--- src/rtl/ssp_pkg.sv ---
// Purpose: Shared constants and types for the serial port block.
// Assumes: 10 MHz system clock, 8-bit register port.
// Notes: Register offsets are word indexes on the plain register port.
package ssp_pkg;

   // ==========================================================
   // Register map
   localparam logic [2:0] SSP_ADDR_STATUS = 3'h0;
   localparam logic [2:0] SSP_ADDR_CTRL1 = 3'h1;
   localparam logic [2:0] SSP_ADDR_CTRL3 = 3'h2;
   localparam logic [2:0] SSP_ADDR_BUF = 3'h3;
   localparam logic [2:0] SSP_ADDR_BAUD = 3'h4;
   localparam logic [2:0] SSP_ADDR_IRQ = 3'h5;

   // ==========================================================
   // Field positions
   localparam int SSP_ST_SMP = 7;
   localparam int SSP_ST_CKE = 6;
   localparam int SSP_ST_BF = 0;
   localparam int SSP_C1_WRITE_COLLISION_FLAG = 7;
   localparam int SSP_C1_OV = 6;
   localparam int SSP_C1_EN = 5;
   localparam int SSP_C1_CKP = 4;
   localparam int SSP_C3_BOEN = 4;
   localparam int SSP_IRQ_FLAG = 0;

   // ==========================================================
   // Reset values
   localparam logic [7:0] SSP_RST_BYTE = 8'h00;
   localparam logic [1:0] SSP_RST_STHI = 2'h0;

   // ==========================================================
   // Clock select codes, low nibble of control 1
   localparam logic [3:0] SSP_MODE_DIV4 = 4'h0;
   localparam logic [3:0] SSP_MODE_DIV16 = 4'h1;
   localparam logic [3:0] SSP_MODE_DIV64 = 4'h2;
   localparam logic [3:0] SSP_MODE_TMR = 4'h3;
   localparam logic [3:0] SSP_MODE_SLV_SS = 4'h4;
   localparam logic [3:0] SSP_MODE_SLV = 4'h5;
   localparam logic [3:0] SSP_MODE_BRG = 4'hA;

   // Half bit periods in system clocks for fixed rates
   localparam logic [7:0] SSP_HALF_DIV4 = 8'h02;
   localparam logic [7:0] SSP_HALF_DIV16 = 8'h08;
   localparam logic [7:0] SSP_HALF_DIV64 = 8'h20;
   localparam int SSP_BITS = 8;

   // ==========================================================
   // Types
   typedef enum logic [1:0] {SSP_IDLE, SSP_LEAD, SSP_TRAIL} ssp_state_e;

   typedef struct packed {
      logic [2:0] addr;
      logic [7:0] wdata;
      logic wr;
      logic rd;
   } ssp_bus_s;

   typedef struct packed {
      logic sck_o;
      logic sck_oe;
      logic sdo_o;
      logic sdo_oe;
   } ssp_pins_s;

endpackage

--- src/rtl/ssp_shifter.sv ---
// Purpose: Eight-bit exchange register, MSb out first, LSb in.
// Assumes: Strobes are one-cycle pulses from the controller.
// Notes: Load wins over shift in the same cycle; capture still samples.
`timescale 1ns/1ns
module ssp_shifter
#(
   parameter int WIDTH = 8
)
(
   // Clock and reset
   input wire logic clk,
   input wire logic rst_b,
   // Control
   input wire logic load,
   input wire logic [WIDTH-1:0] load_data,
   input wire logic capture,
   input wire logic sdi,
   input wire logic shift,
   input wire logic clear,
   // Data
   output logic [WIDTH-1:0] data_q,
   output logic out_bit
);
   logic in_q;

   initial
   begin
      if (WIDTH < 2)
         $error("ssp_shifter: WIDTH too small");
   end

   // ==========================================================
   // Sampled input bit, applied on the shift edge
   always_ff @(posedge clk)
   begin
      if (!rst_b || clear)
         in_q <= 1'b0;
      else if (capture)
         in_q <= sdi;
   end

   always_ff @(posedge clk)
   begin
      if (!rst_b || clear)
         data_q <= '0;
      else if (load)
         data_q <= load_data;
      // Final shift may meet its own capture: take the pin directly
      else if (shift && capture)
         data_q <= {data_q[WIDTH-2:0], sdi};
      else if (shift)
         data_q <= {data_q[WIDTH-2:0], in_q};
   end

   assign out_bit = data_q[WIDTH-1];
endmodule

--- src/rtl/ssp_spi_port.sv ---
// Purpose: SPI mode of a synchronous serial port, master or slave.
// Assumes: Pins synchronous to clk; slave clock slow against clk.
// Notes: Registers on a plain port, read data one cycle later.
`timescale 1ns/1ns
module ssp_spi_port
(
   // Clock and reset
   input wire logic clk,
   input wire logic rst_b,
   // Register port
   input wire ssp_pkg::ssp_bus_s bus,
   output logic [7:0] rdata_q,
   // Timer period output pulse
   input wire logic tmr_tick,
   // Serial pins
   input wire logic sck_i,
   input wire logic sdi,
   input wire logic ss_b,
   output ssp_pkg::ssp_pins_s pins,
   // Event flag to the interrupt controller
   output logic port_irq_flag
);
   import ssp_pkg::*;

   logic [1:0] st_hi_q;
   logic buffer_full_flag_q;
   logic [7:0] port_control_reg_1_q;
   logic [7:0] port_control_reg_3_q;
   logic [7:0] serial_data_buffer_q;
   logic [7:0] baud_reload_reg_q;
   logic irq_q;
   ssp_state_e state_q;
   logic [3:0] bit_cnt_q;
   logic [9:0] div_cnt_q;
   logic done_q;
   logic sck_q;
   logic sck_in_q;
   logic [7:0] shift_data;
   logic shift_out;

   logic en, clock_polarity_bit, cke, master, slave_ss, selected;
   logic wr_buf, rd_buf, busy, done;
   logic m_tick, lead_edge, trail_edge;
   logic s_rise, s_fall, s_lead, s_trail;
   logic do_capture, do_shift, do_load, do_clear;
   logic [3:0] mode;

   // Half-period for the divided master clock rates
   // Ten bits, so the largest baud value still fits
   function automatic logic [9:0] half_period(input logic [3:0] m,
      input logic [7:0] baud);
      case (m)
         SSP_MODE_DIV4: half_period = {2'h0, SSP_HALF_DIV4};
         SSP_MODE_DIV16: half_period = {2'h0, SSP_HALF_DIV16};
         SSP_MODE_DIV64: half_period = {2'h0, SSP_HALF_DIV64};
         SSP_MODE_BRG: half_period = {1'h0, baud, 1'h0} + 10'h002;
         default: half_period = {2'h0, SSP_HALF_DIV4};
      endcase
   endfunction

   assign en = port_control_reg_1_q[SSP_C1_EN];
   assign clock_polarity_bit = port_control_reg_1_q[SSP_C1_CKP];
   assign cke = st_hi_q[SSP_ST_CKE-6];
   assign mode = port_control_reg_1_q[3:0];
   assign master = (mode == SSP_MODE_DIV4) || (mode == SSP_MODE_DIV16) ||
      (mode == SSP_MODE_DIV64) || (mode == SSP_MODE_TMR) ||
      (mode == SSP_MODE_BRG);
   assign slave_ss = (mode == SSP_MODE_SLV_SS);
   assign selected = !slave_ss || !ss_b;
   assign wr_buf = bus.wr && (bus.addr == SSP_ADDR_BUF);
   assign rd_buf = bus.rd && (bus.addr == SSP_ADDR_BUF);
   assign busy = (state_q != SSP_IDLE);

   // ==========================================================
   // Register writes
   // control 1 fully read/write
   always_ff @(posedge clk)
   begin
      if (!rst_b)
         port_control_reg_1_q <= SSP_RST_BYTE;
      else
      begin
         if (bus.wr && bus.addr == SSP_ADDR_CTRL1)
            port_control_reg_1_q <= bus.wdata;
         // collision sets, set wins over clear
         if (wr_buf && (busy || done_q))
            port_control_reg_1_q[SSP_C1_WRITE_COLLISION_FLAG] <= 1'b1;
         if (done_q && buffer_full_flag_q && !rd_buf)
            port_control_reg_1_q[SSP_C1_OV] <= 1'b1;
      end
   end

   always_ff @(posedge clk)
   begin
      if (!rst_b)
      begin
         st_hi_q <= SSP_RST_STHI;
         port_control_reg_3_q <= SSP_RST_BYTE;
         baud_reload_reg_q <= SSP_RST_BYTE;
      end
      else if (bus.wr)
      begin
         // only the upper two status bits take writes
         if (bus.addr == SSP_ADDR_STATUS)
            st_hi_q <= bus.wdata[SSP_ST_SMP:SSP_ST_CKE];
         if (bus.addr == SSP_ADDR_CTRL3)
            port_control_reg_3_q <= bus.wdata;
         if (bus.addr == SSP_ADDR_BAUD)
            baud_reload_reg_q <= bus.wdata;
      end
   end

   // ==========================================================
   // Data buffer and status flags
   // write accepted only when idle and no collision
   assign do_load = wr_buf && !busy && !done_q && en &&
      !port_control_reg_1_q[SSP_C1_WRITE_COLLISION_FLAG];

   always_ff @(posedge clk)
   begin
      if (!rst_b)
         serial_data_buffer_q <= SSP_RST_BYTE;
      else if (do_load)
         serial_data_buffer_q <= bus.wdata;
      else if (done_q && (!buffer_full_flag_q ||
         port_control_reg_3_q[SSP_C3_BOEN]))
         serial_data_buffer_q <= shift_data;
   end

   // full on receive, cleared by buffer read, set wins
   always_ff @(posedge clk)
   begin
      if (!rst_b)
         buffer_full_flag_q <= 1'b0;
      else if (done_q)
         buffer_full_flag_q <= 1'b1;
      else if (rd_buf)
         buffer_full_flag_q <= 1'b0;
   end

   // interrupt flag, cleared by writing zero, set wins
   always_ff @(posedge clk)
   begin
      if (!rst_b)
         irq_q <= 1'b0;
      else if (done_q)
         irq_q <= 1'b1;
      else if (bus.wr && bus.addr == SSP_ADDR_IRQ)
         irq_q <= bus.wdata[SSP_IRQ_FLAG];
   end
   assign port_irq_flag = irq_q;

   // ==========================================================
   // Read data, one cycle after the strobe
   // shift register has no address of its own
   always_ff @(posedge clk)
   begin
      if (!rst_b)
         rdata_q <= SSP_RST_BYTE;
      else if (bus.rd)
         case (bus.addr)
            SSP_ADDR_STATUS: rdata_q <= {st_hi_q, 5'h00, buffer_full_flag_q};
            SSP_ADDR_CTRL1: rdata_q <= port_control_reg_1_q;
            SSP_ADDR_CTRL3: rdata_q <= port_control_reg_3_q;
            SSP_ADDR_BUF: rdata_q <= serial_data_buffer_q;
            SSP_ADDR_BAUD: rdata_q <= baud_reload_reg_q;
            SSP_ADDR_IRQ: rdata_q <= {7'h00, irq_q};
            default: rdata_q <= 8'h00;
         endcase
      else
         rdata_q <= 8'h00;
   end

   // ==========================================================
   // Master clock generator
   // divider or one timer tick period sets the half period
   always_ff @(posedge clk)
   begin
      if (!rst_b || !busy || !master || mode == SSP_MODE_TMR)
         div_cnt_q <= 10'h000;
      else if (div_cnt_q == half_period(mode, baud_reload_reg_q) - 10'h001)
         div_cnt_q <= 10'h000;
      else
         div_cnt_q <= div_cnt_q + 10'h001;
   end

   assign m_tick = master && busy && ((mode == SSP_MODE_TMR) ? tmr_tick :
      (div_cnt_q == half_period(mode, baud_reload_reg_q) - 10'h001));

   // Slave clock edges, pin taken as synchronous
   always_ff @(posedge clk)
   begin
      if (!rst_b)
         sck_in_q <= 1'b0;
      else
         sck_in_q <= sck_i;
   end
   assign s_rise = sck_i && !sck_in_q;
   assign s_fall = !sck_i && sck_in_q;
   // Leading edge leaves the idle level
   assign s_lead = !master && en && selected && (clock_polarity_bit ? s_fall : s_rise);
   assign s_trail = !master && en && selected && (clock_polarity_bit ? s_rise : s_fall);

   // ==========================================================
   // Exchange sequencer
   // CKE=1 shifts on trailing edges, data ready before lead
   assign lead_edge = master ? (m_tick && state_q == SSP_LEAD) : s_lead;
   assign trail_edge = master ? (m_tick && state_q == SSP_TRAIL) : s_trail;
   assign do_capture = cke ? lead_edge : trail_edge;
   assign do_shift = (cke ? trail_edge : lead_edge) &&
      !(cke == 1'b0 && bit_cnt_q == 4'h0);
   assign done = trail_edge && bit_cnt_q == 4'(SSP_BITS - 1);
   // disabling resets the machine; deselect resets slave
   assign do_clear = !en || (!master && slave_ss && ss_b);

   // Last shift lands on the done edge, so the byte is taken a cycle later
   always_ff @(posedge clk)
   begin
      if (!rst_b || do_clear)
         done_q <= 1'b0;
      else
         done_q <= done;
   end

   always_ff @(posedge clk)
   begin
      if (!rst_b || do_clear)
      begin
         state_q <= SSP_IDLE;
         bit_cnt_q <= 4'h0;
      end
      else
         case (state_q)
            SSP_IDLE:
            begin
               // master starts clocking on buffer write
               if (do_load && master)
                  state_q <= SSP_LEAD;
               else if (s_lead)
                  state_q <= SSP_TRAIL;
            end
            SSP_LEAD:
               if (lead_edge)
                  state_q <= SSP_TRAIL;
            SSP_TRAIL:
               if (done)
               begin
                  // clock stops after the last bit
                  state_q <= SSP_IDLE;
                  bit_cnt_q <= 4'h0;
               end
               else if (trail_edge)
               begin
                  state_q <= SSP_LEAD;
                  bit_cnt_q <= bit_cnt_q + 4'h1;
               end
               else if (!master && s_lead)
                  state_q <= SSP_TRAIL;
            default:
               state_q <= SSP_IDLE;
         endcase
   end

   // master clock rests at polarity level
   always_ff @(posedge clk)
   begin
      if (!rst_b)
         sck_q <= 1'b0;
      else if (!busy || !master)
         sck_q <= clock_polarity_bit;
      else if (m_tick)
         sck_q <= !sck_q;
   end

   ssp_shifter #(
      .WIDTH(SSP_BITS)
   ) u_shift (
      .clk(clk),
      .rst_b(rst_b),
      .load(do_load),
      .load_data(bus.wdata),
      .capture(do_capture),
      // our input comes from partner output
      .sdi(sdi),
      .shift(do_shift || (done && !cke)),
      .clear(!en),
      .data_q(shift_data),
      .out_bit(shift_out)
   );

   // ==========================================================
   // Pin drive
   // pins released while disabled; unselected drives nothing
   assign pins.sck_o = sck_q;
   assign pins.sck_oe = en && master;
   assign pins.sdo_o = shift_out;
   assign pins.sdo_oe = en && (master || !slave_ss || !ss_b);
endmodule

--- config.mk ---
export PLATFORM = sky130hd
export DESIGN_NAME = ssp_spi_port
export DESIGN_NICKNAME = d
export VERILOG_FILES = /design/src/rtl/ssp_pkg.sv /design/src/rtl/ssp_shifter.sv /design/src/rtl/ssp_spi_port.sv
export SDC_FILE = /design/constraint.sdc
export NUM_CORES = 1
export LEC_CHECK = 0
export ABC_AREA = 1
export BUFFER_PORTS_ARGS = -buffer_cell sky130_fd_sc_hd__buf_2
export CAP_MARGIN = 10
export CORE_MARGIN = 2
export CORE_UTILIZATION = 49
export CTS_CLUSTER_DIAMETER = 30
export DETAILED_ROUTE_END_ITERATION = 8
export GPL_TIMING_DRIVEN = 1
export PLACE_DENSITY = 0.67
export SLEW_MARGIN = 15
export SYNTH_ARGS = -nofsm -noshare
export SYNTH_HDL_FRONTEND = slang
export SYNTH_SLANG_ARGS = --single-unit
--- constraint.sdc ---
create_clock -name clk -period 3.2 [get_ports clk]
set_input_delay 0.64 -clock clk [delete_from_list [all_inputs] [get_ports clk]]
set_output_delay 0.64 -clock clk [all_outputs]
set_load 0.05 [all_outputs]
# After elaboration in Yosys (flattened, before gate mapping)
# Cells that the tools add are included.
[totals]
reg_bits = 72
input_bits = 19
out_inout_bits = 13
word_cells = 160
[op_classes]
n_addsub = 5
n_eq_ne = 18
mux = 33
bitwise = 1
reduce_logical = 85
[ops]
columns = ["op", "n"]
rows = [
  ["$mux W8", 6],
  ["$pmux W8 S6", 1],
  ["$logic_and A1 B1 Y1", 33],
  ["$pmux W10 S3", 1],
  ["$eq A10 B10 Y1", 2],
  ["$sub A10 B1 Y10 const B", 2],
  ["$logic_or A1 B1 Y1", 17],
  ["$reduce_bool A2 Y1", 8],
  ["$logic_not A1 Y1", 15],
  ["$mux W1", 15],
  ["$mux W2", 6],
  ["$add A10 B1 Y10 const B", 1],
  ["$add A9 B2 Y10 const B", 1],
  ["$mux W10", 1],
  ["$reduce_and A2 Y1", 5],
  ["$eq A4 B2 Y1 const B", 2],
  ["$eq A4 B3 Y1 const B", 2],
  ["$logic_not A4 Y1", 2],
  ["$mux W4", 2],
  ["$eq A3 B2 Y1 const B", 2],
  ["$eq A3 B3 Y1 const B", 2],
  ["$pmux W2 S3", 1],
  ["$add A4 B1 Y4 const B", 1],
  ["$eq A4 B1 Y1 const B", 1],
  ["other kinds (13)", 13],
]

# Logic depth before layout (Yosys ltp)
# Gate-level depths: netlist of the first run.
[depth]
depth_word = 16
depth_mapped = 26

# Modules after synthesis
# Synthesis of the first run repeated with hierarchy kept, for this count alone.
[hier_totals]
hier_cells = 580
hier_area_um2 = 3890.0
[modules_own_cells]
columns = ["mod", "n_inst", "cells_per_inst", "area_per_inst_um2", "seq_area_each_um2"]
rows = [
  ["ssp_spi_port", 1, 506, 3428.3, 1261.2],
  ["ssp_shifter", 1, 74, 461.7, 180.2],
]

# Least setup slack after synthesis of the first run
# OpenSTA, ideal clock, no wires.
[synth_path]
path_kind = "reg-to-reg"
start = "reg port_control_reg_1_q[3]"
end = "reg bit_cnt_q[3]"
arrival_ps = 2455
path_slack_ps = 629
path_stages_with_launch = 25
path_buffers = 0
cell_sequence = "dfxtp_1 > inv_1 > nor2_1 > nand3_1 > nand2_2 > inv_2 > ha_1 > nand2_1 > nand2_1 > nor2_1 > nand2_1 > nor2_1 > nand3_1 > nor2_1 > nand2_1 > nor2_1 > nand3_1 > nand2_2 > nand3_2 > nand2_2 > nand3_2 > nor2_1 > nand2_1 > nand2_1 > nor2_1"
[synth_via]
elab_chain_len = 13
[synth_rtl]
columns = ["element", "line", "rtl"]
rows = [
  ["from (decl)", "ssp_spi_port.sv:27", "logic [7:0] port_control_reg_1_q;"],
  ["from (signal assigned)", "ssp_spi_port.sv:84", "port_control_reg_1_q <= bus.wdata;"],
  ["parallel branches: the longest is 13 deep, another holds $sub A10 B1 Y10", "-", ""],
  ["to (signal assigned)", "ssp_spi_port.sv:255", "bit_cnt_q <= bit_cnt_q + 4'h1;"],
  ["to (decl)", "ssp_spi_port.sv:33", "logic [3:0] bit_cnt_q;"],
]
# Several ways; the timed one is not identified.
# A chain may end at the register's enable or synchronous reset.

# Final worst setup path of the first run
[layout_path]
start = "reg port_control_reg_1_q[1]"
end = "reg u_shift.data_q[0]"
[layout_via]
elab_chain_len = 16
[layout_rtl]
columns = ["element", "line", "rtl"]
rows = [
  ["parallel branches: the longest is 16 deep, another holds $sub A10 B1 Y10", "-", ""],
  ["to (signal assigned)", "ssp_shifter.sv:47", "data_q <= load_data;"],
  ["to (signal assigned)", "ssp_shifter.sv:50", "data_q <= {data_q[WIDTH-2:0], sdi};"],
  ["to (signal assigned)", "ssp_shifter.sv:52", "data_q <= {data_q[WIDTH-2:0], in_q};"],
  ["to (decl)", "ssp_shifter.sv:21", "output logic [WIDTH-1:0] data_q,"],
]
# Several ways; the timed one is not identified.

==> impl_metrics.toml, run 1 <==
[run_status]
run_status = "finished clean"

[floorplanning]
floorplan.io_pins = 32
die_w_um = 92.94
start_util_pct = 50.42
std_cell_rows = 32
area_enclosed_by_the_die_boundary_um2 = 8638
die-height_um = 92.94
core_area_um2 = 7687

[worst_setup_path]
crit_path_end_kind = "flip-flop"
worst_path_dominant_cell_family = "simple AND/OR/NAND/NOR gates"
criticalPathCategory = "reg -> reg"
timing.critical_path.required_ps = 3460
worstSetupStartpointType = "flip-flop"
data_arrival_critical_path_ps = 2960
slowest_stage = "dfxtp_2"
crit_path_cell_chain = "inv_2 -> nor2_4 -> nand2_1 -> nand2_2 -> nand2_2 -> inv_2 -> ha_4 -> nand3_2 -> nor2_4 -> nand3_1 -> nand2_1 -> nand2_1 -> nand2_1 -> nand2_1 -> nor2_1 -> nand3_2 -> nand2_2 -> nand4_2 -> nand2_2 -> nand2_4 -> nand2_1 -> nand2_1 -> nor2_1 -> nor2_1"
ff2ff_setup_slack_ps = 490
worst-path-max-fanout = 9
critical_path.most_common_cell = "nand2_1"
crit_buf_inv = 2
critical-path-max-stage-delay_ps = 370

[timing]
slew_viol_final = 0
unrepaired_setup_endpoints_after_global_routing = "no"
final.min_clock_period_ps = 2708
finalSetupTns_ps = 0
fmaxAchievable_mhz = 369.3
postLayoutSetupSlackWorst_ps = 491.9
worst-slew-pin-transition_ps = 519.1
fin_crit_share_pct = 84.63
skew_ps = 8.761
finalHoldViolations = 0
setup_violations = 0
worst_slew_margin_rel_pct = 65.30
final.hold.worst_slack_ps = 463.7

[logic_synthesis]
mappedNetlistArea_um2 = 3876
post_synth_most_frequent_cells = "139 x nand2_1, 80 x inv_1, 79 x nor2_1"
synth_xor_xnor_area_share_pct = 1.130
yosys.area.top_type = "dfxtp_1"
synthDistinctLibCells = 35
yosys-mux-area-fraction_pct = 0
yosysSeqAreaShare_pct = 37.19
synth_compound_gate_area_share_pct = 15.27
dominantRegCellSynth = "dfxtp_1"
synth_edf_count = 0
ys_seq_elements = 72
yosysWarnings = 0
synthDominantCellAreaShare_pct = 37.19
avgSynthCellArea_um2 = 6.493
synthesis.instances = 597
share_of_async_settable_or_async_resettable_flops_after_synthesis_pct = 0
post-synth-top-count-cell = "nand2_1"
synthSimpleGateAreaFrac_pct = 35.25
ys_top_cells_by_area = "dfxtp_1 37%, nand2_1 13%, inv_1 7.7%"
synthAdderAreaFrac_pct = 1.614
combinational_family_with_the_most_area_after_synthesis = "simple AND/OR/NAND/NOR gates"
synthesized_netlist_net_count = 621

[clock_network]
cts_made_buffers = 9
h-tree-depth = 3
clock_latency_ps = 360
clock_sinks = 72
ctsLongestPathBuffers = 2
worst_setup_hold_path_clk_slew_ps = 80
ctsHoldBuffers = 0
ctsRootBufferMaster = "clkbuf_8"
cts_tree = "built"

[global_routing]
maximum_number_of_pins_on_one_net_before_global_route_repair = 39
grt_util_all_layers_pct = 24.87
grt_overflow = 0
grt_antenna_before_repair = 0
first_global_vias = 3665
wire_length_of_the_first_global_routing_pass_um = 16930

[power_and_ir_drop]
irDropWorstVdd_uv = 212.9
power_leakage_nw = 2.013
pnr_total_power_mw = 1.926
pwr_density_cell_nw_per_um2 = 434.2

[place]
place_ws_ps = 286.8
place_congestion = 0.9437
io_buffer_count = 31
place_hpwl_um = 7783

[drt]
detailroute.wirelength.met3_um = 603
drc = 0
drtIter0Drc = 239
drt_first_pass_iters = 5
routedWlPerCell_um = 13.85
detail_route.wirelength_um = 10210
vias_per_cell = 5.350
wl_met1_um = 4619
dr_total_vias = 3943
final_antenna_net_count = 0
route.met2.wl_um = 4751
top_routing_layer_used = "met4"

[job]
cap_viol_max_count = 0

[finish]
layout_net_count = 655
layout-drive-gt1-share_pct = 13.54
fill_cells = 799
area.growth.synth_to_final_pct = 14.46
n_antenna_cell = 0

[worst_hold_path]
hp-class = "reg -> reg"
[final cells by class]
class | instances | area (um^2) | share of cell area (%)
sequential | 72 | 1449 | 32.66
timing repair buffer | 34 | 177.7 | 4.004
inverter | 85 | 319.1 | 7.191
multi-input combinational | 429 | 2130 | 48.00
clock inverter | 5 | 106.4 | 2.397
tap | 102 | 127.6 | 2.876
clock buffer | 10 | 127.6 | 2.876
[flip-flops by register name, indices dropped and copies added (netlist names), 4 cells and up]
name / count
u_shift.data_q: 8
serial_data_buffer_q: 8
bit_cnt_q: 4
baud_reload_reg_q: 8
rdata_q: 8
port_control_reg_1_q: 8
port_control_reg_3_q: 8
div_cnt_q: 10
[metrics by stage]
| step | cells | util [%] | cell area (um^2) |
|---|---|---|---|
| after CTS | 736 | 56.67 | 4357 |
| final | 737 | 57.71 | 4437 |
| after global placement | 721 | 53.63 | 4123 |
| after global routing | 737 | 57.71 | 4437 |
| after detailed placement | 721 | 53.63 | 4123 |
| after floorplan | 597 | - | 3876 |
[worst paths after layout]
kind,from,to,cells past startpoint
worst max-delay path,port_control_reg_1_q[1],u_shift.data_q[0],24
worst min-delay path,port_control_reg_3_q[0],port_control_reg_3_q[0],2
worst max register to register,port_control_reg_1_q[1],u_shift.data_q[0],24
worst min register to register,port_control_reg_3_q[0],port_control_reg_3_q[0],2
[cells in the final DEF, fill, tap and decap left out, types with 4 or more instances in the layout]
master / Yosys / final
a21oi_1: 43 / 43
a221oi_1: 4 / 4
buf_2: 2 / 31
clkbuf_8: 0 / 9
dfxtp_1: 72 / 68
ha_1: 5 / 4
inv_1: 80 / 80
inv_2: 4 / 4
nand2_1: 139 / 137
nand2_2: 6 / 6
nand3_1: 46 / 44
nand3_2: 4 / 5
nand4_1: 12 / 12
nor2_1: 79 / 75
nor2_2: 3 / 5
nor2_4: 2 / 4
nor3_1: 7 / 7
o21ai_0: 49 / 49
o22ai_1: 5 / 5
xor2_1: 5 / 5
[kinds of logic after synthesis]
logic type	Yosys count
XOR/XNOR	5
buffers and inverters	96
AO/OA/AOI/OAI	110
adder cells (fa/ha/maj)	5
flip-flops	72
AND/OR/NAND/NOR	309
[layer usage]
layer / vias to the layer above / GRT usage [%]
li1: 2010 / -
met1: 1804 / 32.71
met2: 108 / 40.64
met3: 21 / 3.743
met4: 0 / 10.42
met5: - / 0
[report_power, final]
part / internal [mW] / switching (mW) / total [mW]
clock network: 0.515 / 0.350 / 0.865
registers: 0.909 / 0.0130 / 0.922
logic: 0.0429 / 0.0969 / 0.140
total: 1.47 / 0.460 / 1.93
[repair_timing]
action / CTS / global route
setup endpoints to repair: 0 / 15
resized for setup: 0 / 19
setup buffers: 0 / 1
[tightest hold or removal path: stages (launching register included)]
cell and delay [ps]:
dfxtp_1 300, inv_1 60, a21oi_1 60
Power figures use the tool's default switching activity.
==> run 2: changes to the inputs <==
Settings changed: PLACE_DENSITY 0.67 to 0.7.
Clock period 3.2 ns to 2.34 ns, I/O delays scaled along.
==> run 2 against run 1 <==
  * The flow now finishes with violations (setup timing)
  * Non-clock buffer count up 48
  * Power up 27%
  * Critical path depth unchanged
  * Design area up 11%
  * Critical path type unchanged
  * Clock power up 9.7%
  * Final cell count up 6.8%
  * Utilization up 6.2 points
  * Worst hold slack worse by 160 ps
  * Clock skew up 5.9 ps
  * Largest cell class unchanged
  * Largest power group unchanged
  * Highest routed layer unchanged
  * Flip-flop and latch count unchanged
==> impl_metrics.toml, run 2 (same netlist as run 1, synthesis figures left out) <==
[floorplanning]
start_util_pct = 50.42
die-height_um = 92.94
core_area_um2 = 7687
die_w_um = 92.94
floorplan.io_pins = 32
std_cell_rows = 32
area_enclosed_by_the_die_boundary_um2 = 8638

[global_routing]
grt_antenna_before_repair = 0
first_global_vias = 4008
wire_length_of_the_first_global_routing_pass_um = 18050
maximum_number_of_pins_on_one_net_before_global_route_repair = 39
grt_util_all_layers_pct = 26.37
grt_overflow = 0

[timing]
final.min_clock_period_ps = 2773
skew_ps = 14.71
fmaxAchievable_mhz = 360.6
setup_violations = 23
slew_viol_final = 0
fin_crit_share_pct = 118.5
worst-slew-pin-transition_ps = 524.5
finalHoldViolations = 0
worst_slew_margin_rel_pct = 64.91
unrepaired_setup_endpoints_after_global_routing = "yes"
final.hold.worst_slack_ps = 302.3
postLayoutSetupSlackWorst_ps = -433.2

[finish]
final_core_util_pct = 63.93
mostFrequentLayoutCells = "131 x nand2_1, 78 x inv_1, 68 x dfxtp_1"
n_antenna_cell = 0
largest_register_ffs = 10
layout_net_count = 704
area.growth.synth_to_final_pct = 26.79
max_flop_register = "div_cnt_q"
most_common_cell_after_layout_fill_and_taps_aside = "nand2_1"
layout-drive-gt1-share_pct = 23.36

[clock_network]
h-tree-depth = 3
cts_tree = "built"
worst_setup_hold_path_clk_slew_ps = 80
cts_made_buffers = 9
ctsHoldBuffers = 0
clock_sinks = 72
ctsRootBufferMaster = "clkbuf_8"
clock_latency_ps = 360
ctsLongestPathBuffers = 2

[run_status]
violations = "setup timing"
run_status = "complete, but fails checks"

[drt]
drtIter0Drc = 205
drt_first_pass_iters = 7
routedWlPerCell_um = 13.83
drc = 0
vias_per_cell = 5.328
detail_route.wirelength_um = 10880
dr_total_vias = 4193
final_antenna_net_count = 0

[power_and_ir_drop]
switching_power_uw = 659.2
irDropWorstVdd_uv = 367.4
pwr_density_cell_nw_per_um2 = 496.9
p_sw_share_pct = 26.99
power_leakage_nw = 2.230
clockPowerShare_pct = 38.8
power.share.combinational_pct = 9.7
internal_pwr_total_mw = 1.783
pnr_total_power_mw = 2.442
seq_power_share_pct = 51.5

[worst_setup_path]
worstReg2RegStart = "port_control_reg_1_q[1]"
ff2ff_setup_slack_ps = -430
timing.critical_path.required_ps = 2570
cp-startpoint = "port_control_reg_1_q[1]"
rr_endpoint = "u_shift.data_q[7]"
crit_path_end_kind = "flip-flop"
setup.worst_path.end = "u_shift.data_q[7]"
worst-path-max-fanout = 5
criticalPathCategory = "reg -> reg"
data_arrival_critical_path_ps = 3010
worstSetupStartpointType = "flip-flop"
reg2reg_depth = 24

[job]
cap_viol_max_count = 0

[worst_hold_path]
hp-class = "in -> reg"

[place]
place_congestion = 0.9147
io_buffer_count = 31
place_hpwl_um = 7961
place_ws_ps = -298.5
-- run 2: per-stage QoR --
stage	std cells	setup TNS, ps	area [um^2]
final	787	-6566	4915
after global routing	787	-13810	4915
after CTS	779	-4352	4738
after detailed placement	756	-4490	4441
after global placement	756	-2913	4441
after floorplan	597	-162.4	3931
-- run 2: power groups by stage --
stage	sequential [mW]	combinational, mW	clock (mW)
floorplan	1.29	0.121	0
global placement	1.29	0.212	0
detailed placement	1.29	0.215	0
CTS	1.26	0.224	0.961
global route	1.26	0.262	1.01
finish	1.26	0.236	0.949
-- run 2: timing repair --
action                                  in CTS  in global routing
buffers inserted                             6                  8
pin swaps                                    3                 28
resized for setup                           11                 35
cloned                                       1                  0
endpoints found under the setup margin      26                 27
-- run 2: final cells by class --
class	instances	area (um^2)
clock buffer	11	152.6
clock inverter	5	37.54
fill	724	2773
inverter	85	319.1
multi-input combinational	430	2273
sequential	72	1451
tap	102	127.6
timing repair buffer	82	553.0
-- run 2: worst max-delay path, cell delays in order, from the launching register on --
cell	delay (ps)
dfxtp_2	360
inv_2	60
nor2_4	140
nand2_2	80
nand2_2	70
nand2_2	60
inv_2	70
ha_4	200
nand2_2	70
nand2_2	50
nor2_2	100
nand2_1	50
nor2_1	110
nand3_1	80
nor2_1	100
nand2_1	70
nor2_2	120
nand3_2	120
nand2_4	120
nand3_4	110
nand2_8	130
buf_4	140
nand2_4	60
nand4_1	110
a21oi_1	70
-- run 2: per-layer routing --
| metal | GRT usage (%) | share of wire (%) | wire (um) |
|---|---|---|---|
| met1 | 33.13 | 44 | 4777 |
| met2 | 44.08 | 47 | 5156 |
| met3 | 6.347 | 6.2 | 675 |
| met4 | 9.191 | 2.5 | 273 |
| met5 | 0 | 0 | 0 |
-- run 2: how the worst min path moves through the flow --
| stage | start | to | slack (ps) | cells after the start |
|---|---|---|---|---|
| CTS | sck_i | sck_in_q | 290 | 3 |
| global placement | div_cnt_q[0] | div_cnt_q[0] | 440 | 1 |
| floorplan | div_cnt_q[0] | div_cnt_q[0] | 430 | 1 |
| detailed placement | st_hi_q[1] | st_hi_q[1] | 450 | 2 |
| finish | sck_i | sck_in_q | 300 | 3 |
| global route | sck_i | sck_in_q | 330 | 3 |
==> run 3: changes to the inputs <==
Settings changed: SYNTH_HIERARCHICAL set to 1.
Clock period 2.34 ns to 2.4 ns, I/O delays scaled along.
==> run 3 against run 2 <==
  * The flow still finishes with violations (setup timing)
  * Flip-flop and latch count unchanged
  * Via count fell by 5.6%
  * Critical endpoint is now u_shift/data_q[0]
  * Register-to-register slack improved by 160 ps
  * Setup slack better by 160 ps
  * Die area rose by 0.34%
==> impl_metrics.toml, run 3 <==
[drt]
drt_first_pass_iters = 5
routedWlPerCell_um = 13.18
drc = 0
detail_route.wirelength_um = 10090
dr_total_vias = 3957
drtIter0Drc = 206
final_antenna_net_count = 0
vias_per_cell = 5.173

[worst_setup_path]
criticalPathCategory = "reg -> reg"
timing.critical_path.required_ps = 2700
worstSetupStartpointType = "flip-flop"
ff2ff_setup_slack_ps = -270
data_arrival_critical_path_ps = 2970
worst-path-max-fanout = 4
crit_path_end_kind = "flip-flop"

[finish]
max_flop_register = "div_cnt_q"
layout-drive-gt1-share_pct = 24.43
fill_cells = 718
most_common_cell_after_layout_fill_and_taps_aside = "nand2_1"
mostFrequentLayoutCells = "132 x nand2_1, 80 x inv_1, 66 x dfxtp_1"
post-route-cell-area_um2 = 4885
largest_register_ffs = 10
layout_net_count = 682
area.growth.synth_to_final_pct = 25.57
n_antenna_cell = 0

[timing]
setup_violations = 17
fmaxAchievable_mhz = 374.4
slew_viol_final = 0
finalSetupTns_ps = -3485
skew_ps = 12.73
fin_crit_share_pct = 111.3
worst-slew-pin-transition_ps = 555.8
worst_slew_margin_rel_pct = 62.81
final.min_clock_period_ps = 2671
finalHoldViolations = 0
postLayoutSetupSlackWorst_ps = -270.9
unrepaired_setup_endpoints_after_global_routing = "yes"

[logic_synthesis]
post-synth-top-count-cell = "nand2_1"
ys_seq_elements = 72
synth_edf_count = 0
ys_top_cells_by_area = "dfxtp_1 37%, nand2_1 14%, inv_1 7.9%"
yosysSeqAreaShare_pct = 37.05
share_of_async_settable_or_async_resettable_flops_after_synthesis_pct = 0
yosys.area.top_type = "dfxtp_1"
synthesized_netlist_net_count = 604
yosysWarnings = 6
dominantRegCellSynth = "dfxtp_1"
synthesis.instances = 580
synthDistinctLibCells = 37
post_synth_most_frequent_cells = "141 x nand2_1, 82 x inv_1, 72 x dfxtp_1"
synthDominantCellAreaShare_pct = 37.05
avgSynthCellArea_um2 = 6.707
mappedNetlistArea_um2 = 3890

[floorplanning]
std_cell_rows = 32
start_util_pct = 50.34
die_w_um = 93.10
floorplan.io_pins = 32
die-height_um = 93.10
area_enclosed_by_the_die_boundary_um2 = 8668
core_area_um2 = 7727

[power_and_ir_drop]
irDropWorstVdd_uv = 315.6
power_leakage_nw = 2.181
pnr_total_power_mw = 2.453
pwr_density_cell_nw_per_um2 = 502.2

[place]
io_buffer_count = 31
placed_area_um2 = 4409
place_hpwl_um = 7397
place_congestion = 0.8723

[clock_network]
clock_sinks = 72
clock_latency_ps = 350
cts_made_buffers = 9
ctsHoldBuffers = 0
ctsRootBufferMaster = "clkbuf_8"
cts_tree = "built"
worst_setup_hold_path_clk_slew_ps = 80
h-tree-depth = 3
ctsLongestPathBuffers = 2

[run_status]
run_status = "complete, but fails checks"
violations = "setup timing"

[global_routing]
grt_overflow = 0
first_global_vias = 3739
grt_util_all_layers_pct = 25.12
maximum_number_of_pins_on_one_net_before_global_route_repair = 22
grt_antenna_before_repair = 0
wire_length_of_the_first_global_routing_pass_um = 17190

[worst_hold_path]
hp-class = "in -> reg"

[job]
cap_viol_max_count = 0
==> run 3: changes by cell type in the layout (fill, tap and decap cells not counted), sizes merged, moves of 5 or more <==
cell   previous run  this run
nor2             84        73
a21oi            43        36
nand3            50        55
a31oi             3         9
nand4            14         5
o21ai            50        34
nor3              7         2
==> run 3: final cells by class <==
cell class	instances	area (um^2)	area share [%]
Inverter	88	332.8	6.814
Timing Repair Buffer	80	563.0	11.53
Tap cell	102	127.6	2.613
Clock inverter	6	67.56	1.383
Multi-Input combinational cell	407	2205	45.13
Sequential cell	72	1451	29.71
Clock buffer	10	137.6	2.818
==> run 3: cell families (layout without fill, tap and decap cells) <==
kind of cell	Yosys count	in the layout	share of synthesized area, %
buffers and inverters	102	184	10.39
AO/OA/AOI/OAI	99	100	14.73
adder cells (fa/ha/maj)	5	5	1.608
flip-flops	72	72	37.05
XOR/XNOR	12	12	2.702
AND/OR/NAND/NOR	290	290	33.52
==> run 3: final timing paths <==
| kind | start | cells past startpoint | to |
|---|---|---|---|
| worst max-delay path | port_control_reg_1_q[3] | 26 | u_shift/data_q[0] |
| worst min register to register | port_control_reg_3_q[6] | 2 | port_control_reg_3_q[6] |
| worst min-delay path | sck_i | 3 | sck_in_q |
| worst max register to register | port_control_reg_1_q[3] | 26 | u_shift/data_q[0] |
==> run 3: critical path, cell delays in order, from the launching register on <==
cell and delay (ps):
dfxtp_2 360, nor2_4 120, nand3_2 100, buf_4 140, buf_4 120, buf_4 140, nand3_4 100, buf_4 120
nand2_1 50, nand2_1 50, nand2_1 50, inv_1 50, nand2_1 50, nor2_1 100, nand2_1 70, nor2_2 90
nand2_2 90, nand2_4 80, nand3_2 80, nand2_4 100, buf_6 100, inv_2 30, o21ai_2 140, nor2_2 50
nor2_1 90, nand3_1 80, nand2_1 60
==> run 3: stage by stage <==
stage / setup slack (ps) / hold WS, ps / cells / util (%)
after floorplan: -238.7 / 429.7 / 580 / -
after global placement: -346.6 / 439.9 / 733 / 57.06
after detailed placement: -454.3 / 446.2 / 733 / 57.06
after CTS: -215.0 / 356.4 / 760 / 61.95
after global routing: -488.0 / 376.2 / 765 / 63.21
final: -270.9 / 374.1 / 765 / 63.21
==> run 3: metal layers <==
| layer | routed length, um | share of wire (%) | track usage (%) | vias up |
|---|---|---|---|---|
| li1 | - | - | - | 2043 |
| met1 | 4396 | 44 | 31.26 | 1800 |
| met2 | 4941 | 49 | 41.97 | 88 |
| met3 | 402 | 4.0 | 4.593 | 26 |
| met4 | 346 | 3.4 | 12.01 | 0 |
| met5 | 0 | 0 | 0 | - |
==> run 3: where the power goes <==
group / total [mW] / switching [mW] / internal, mW
clock: 0.997 / 0.486 / 0.512
sequential: 1.23 / 0.0151 / 1.21
combinational: 0.229 / 0.143 / 0.0858
==> run 3: timing repair <==
item / CTS / global route
pin swaps: 14 / 5
gates resized for setup: 26 / 13
buffers inserted: 10 / 5
setup endpoints to repair: 19 / 27
gates cloned: 1 / 0
hold endpoints to repair: 0 / 0
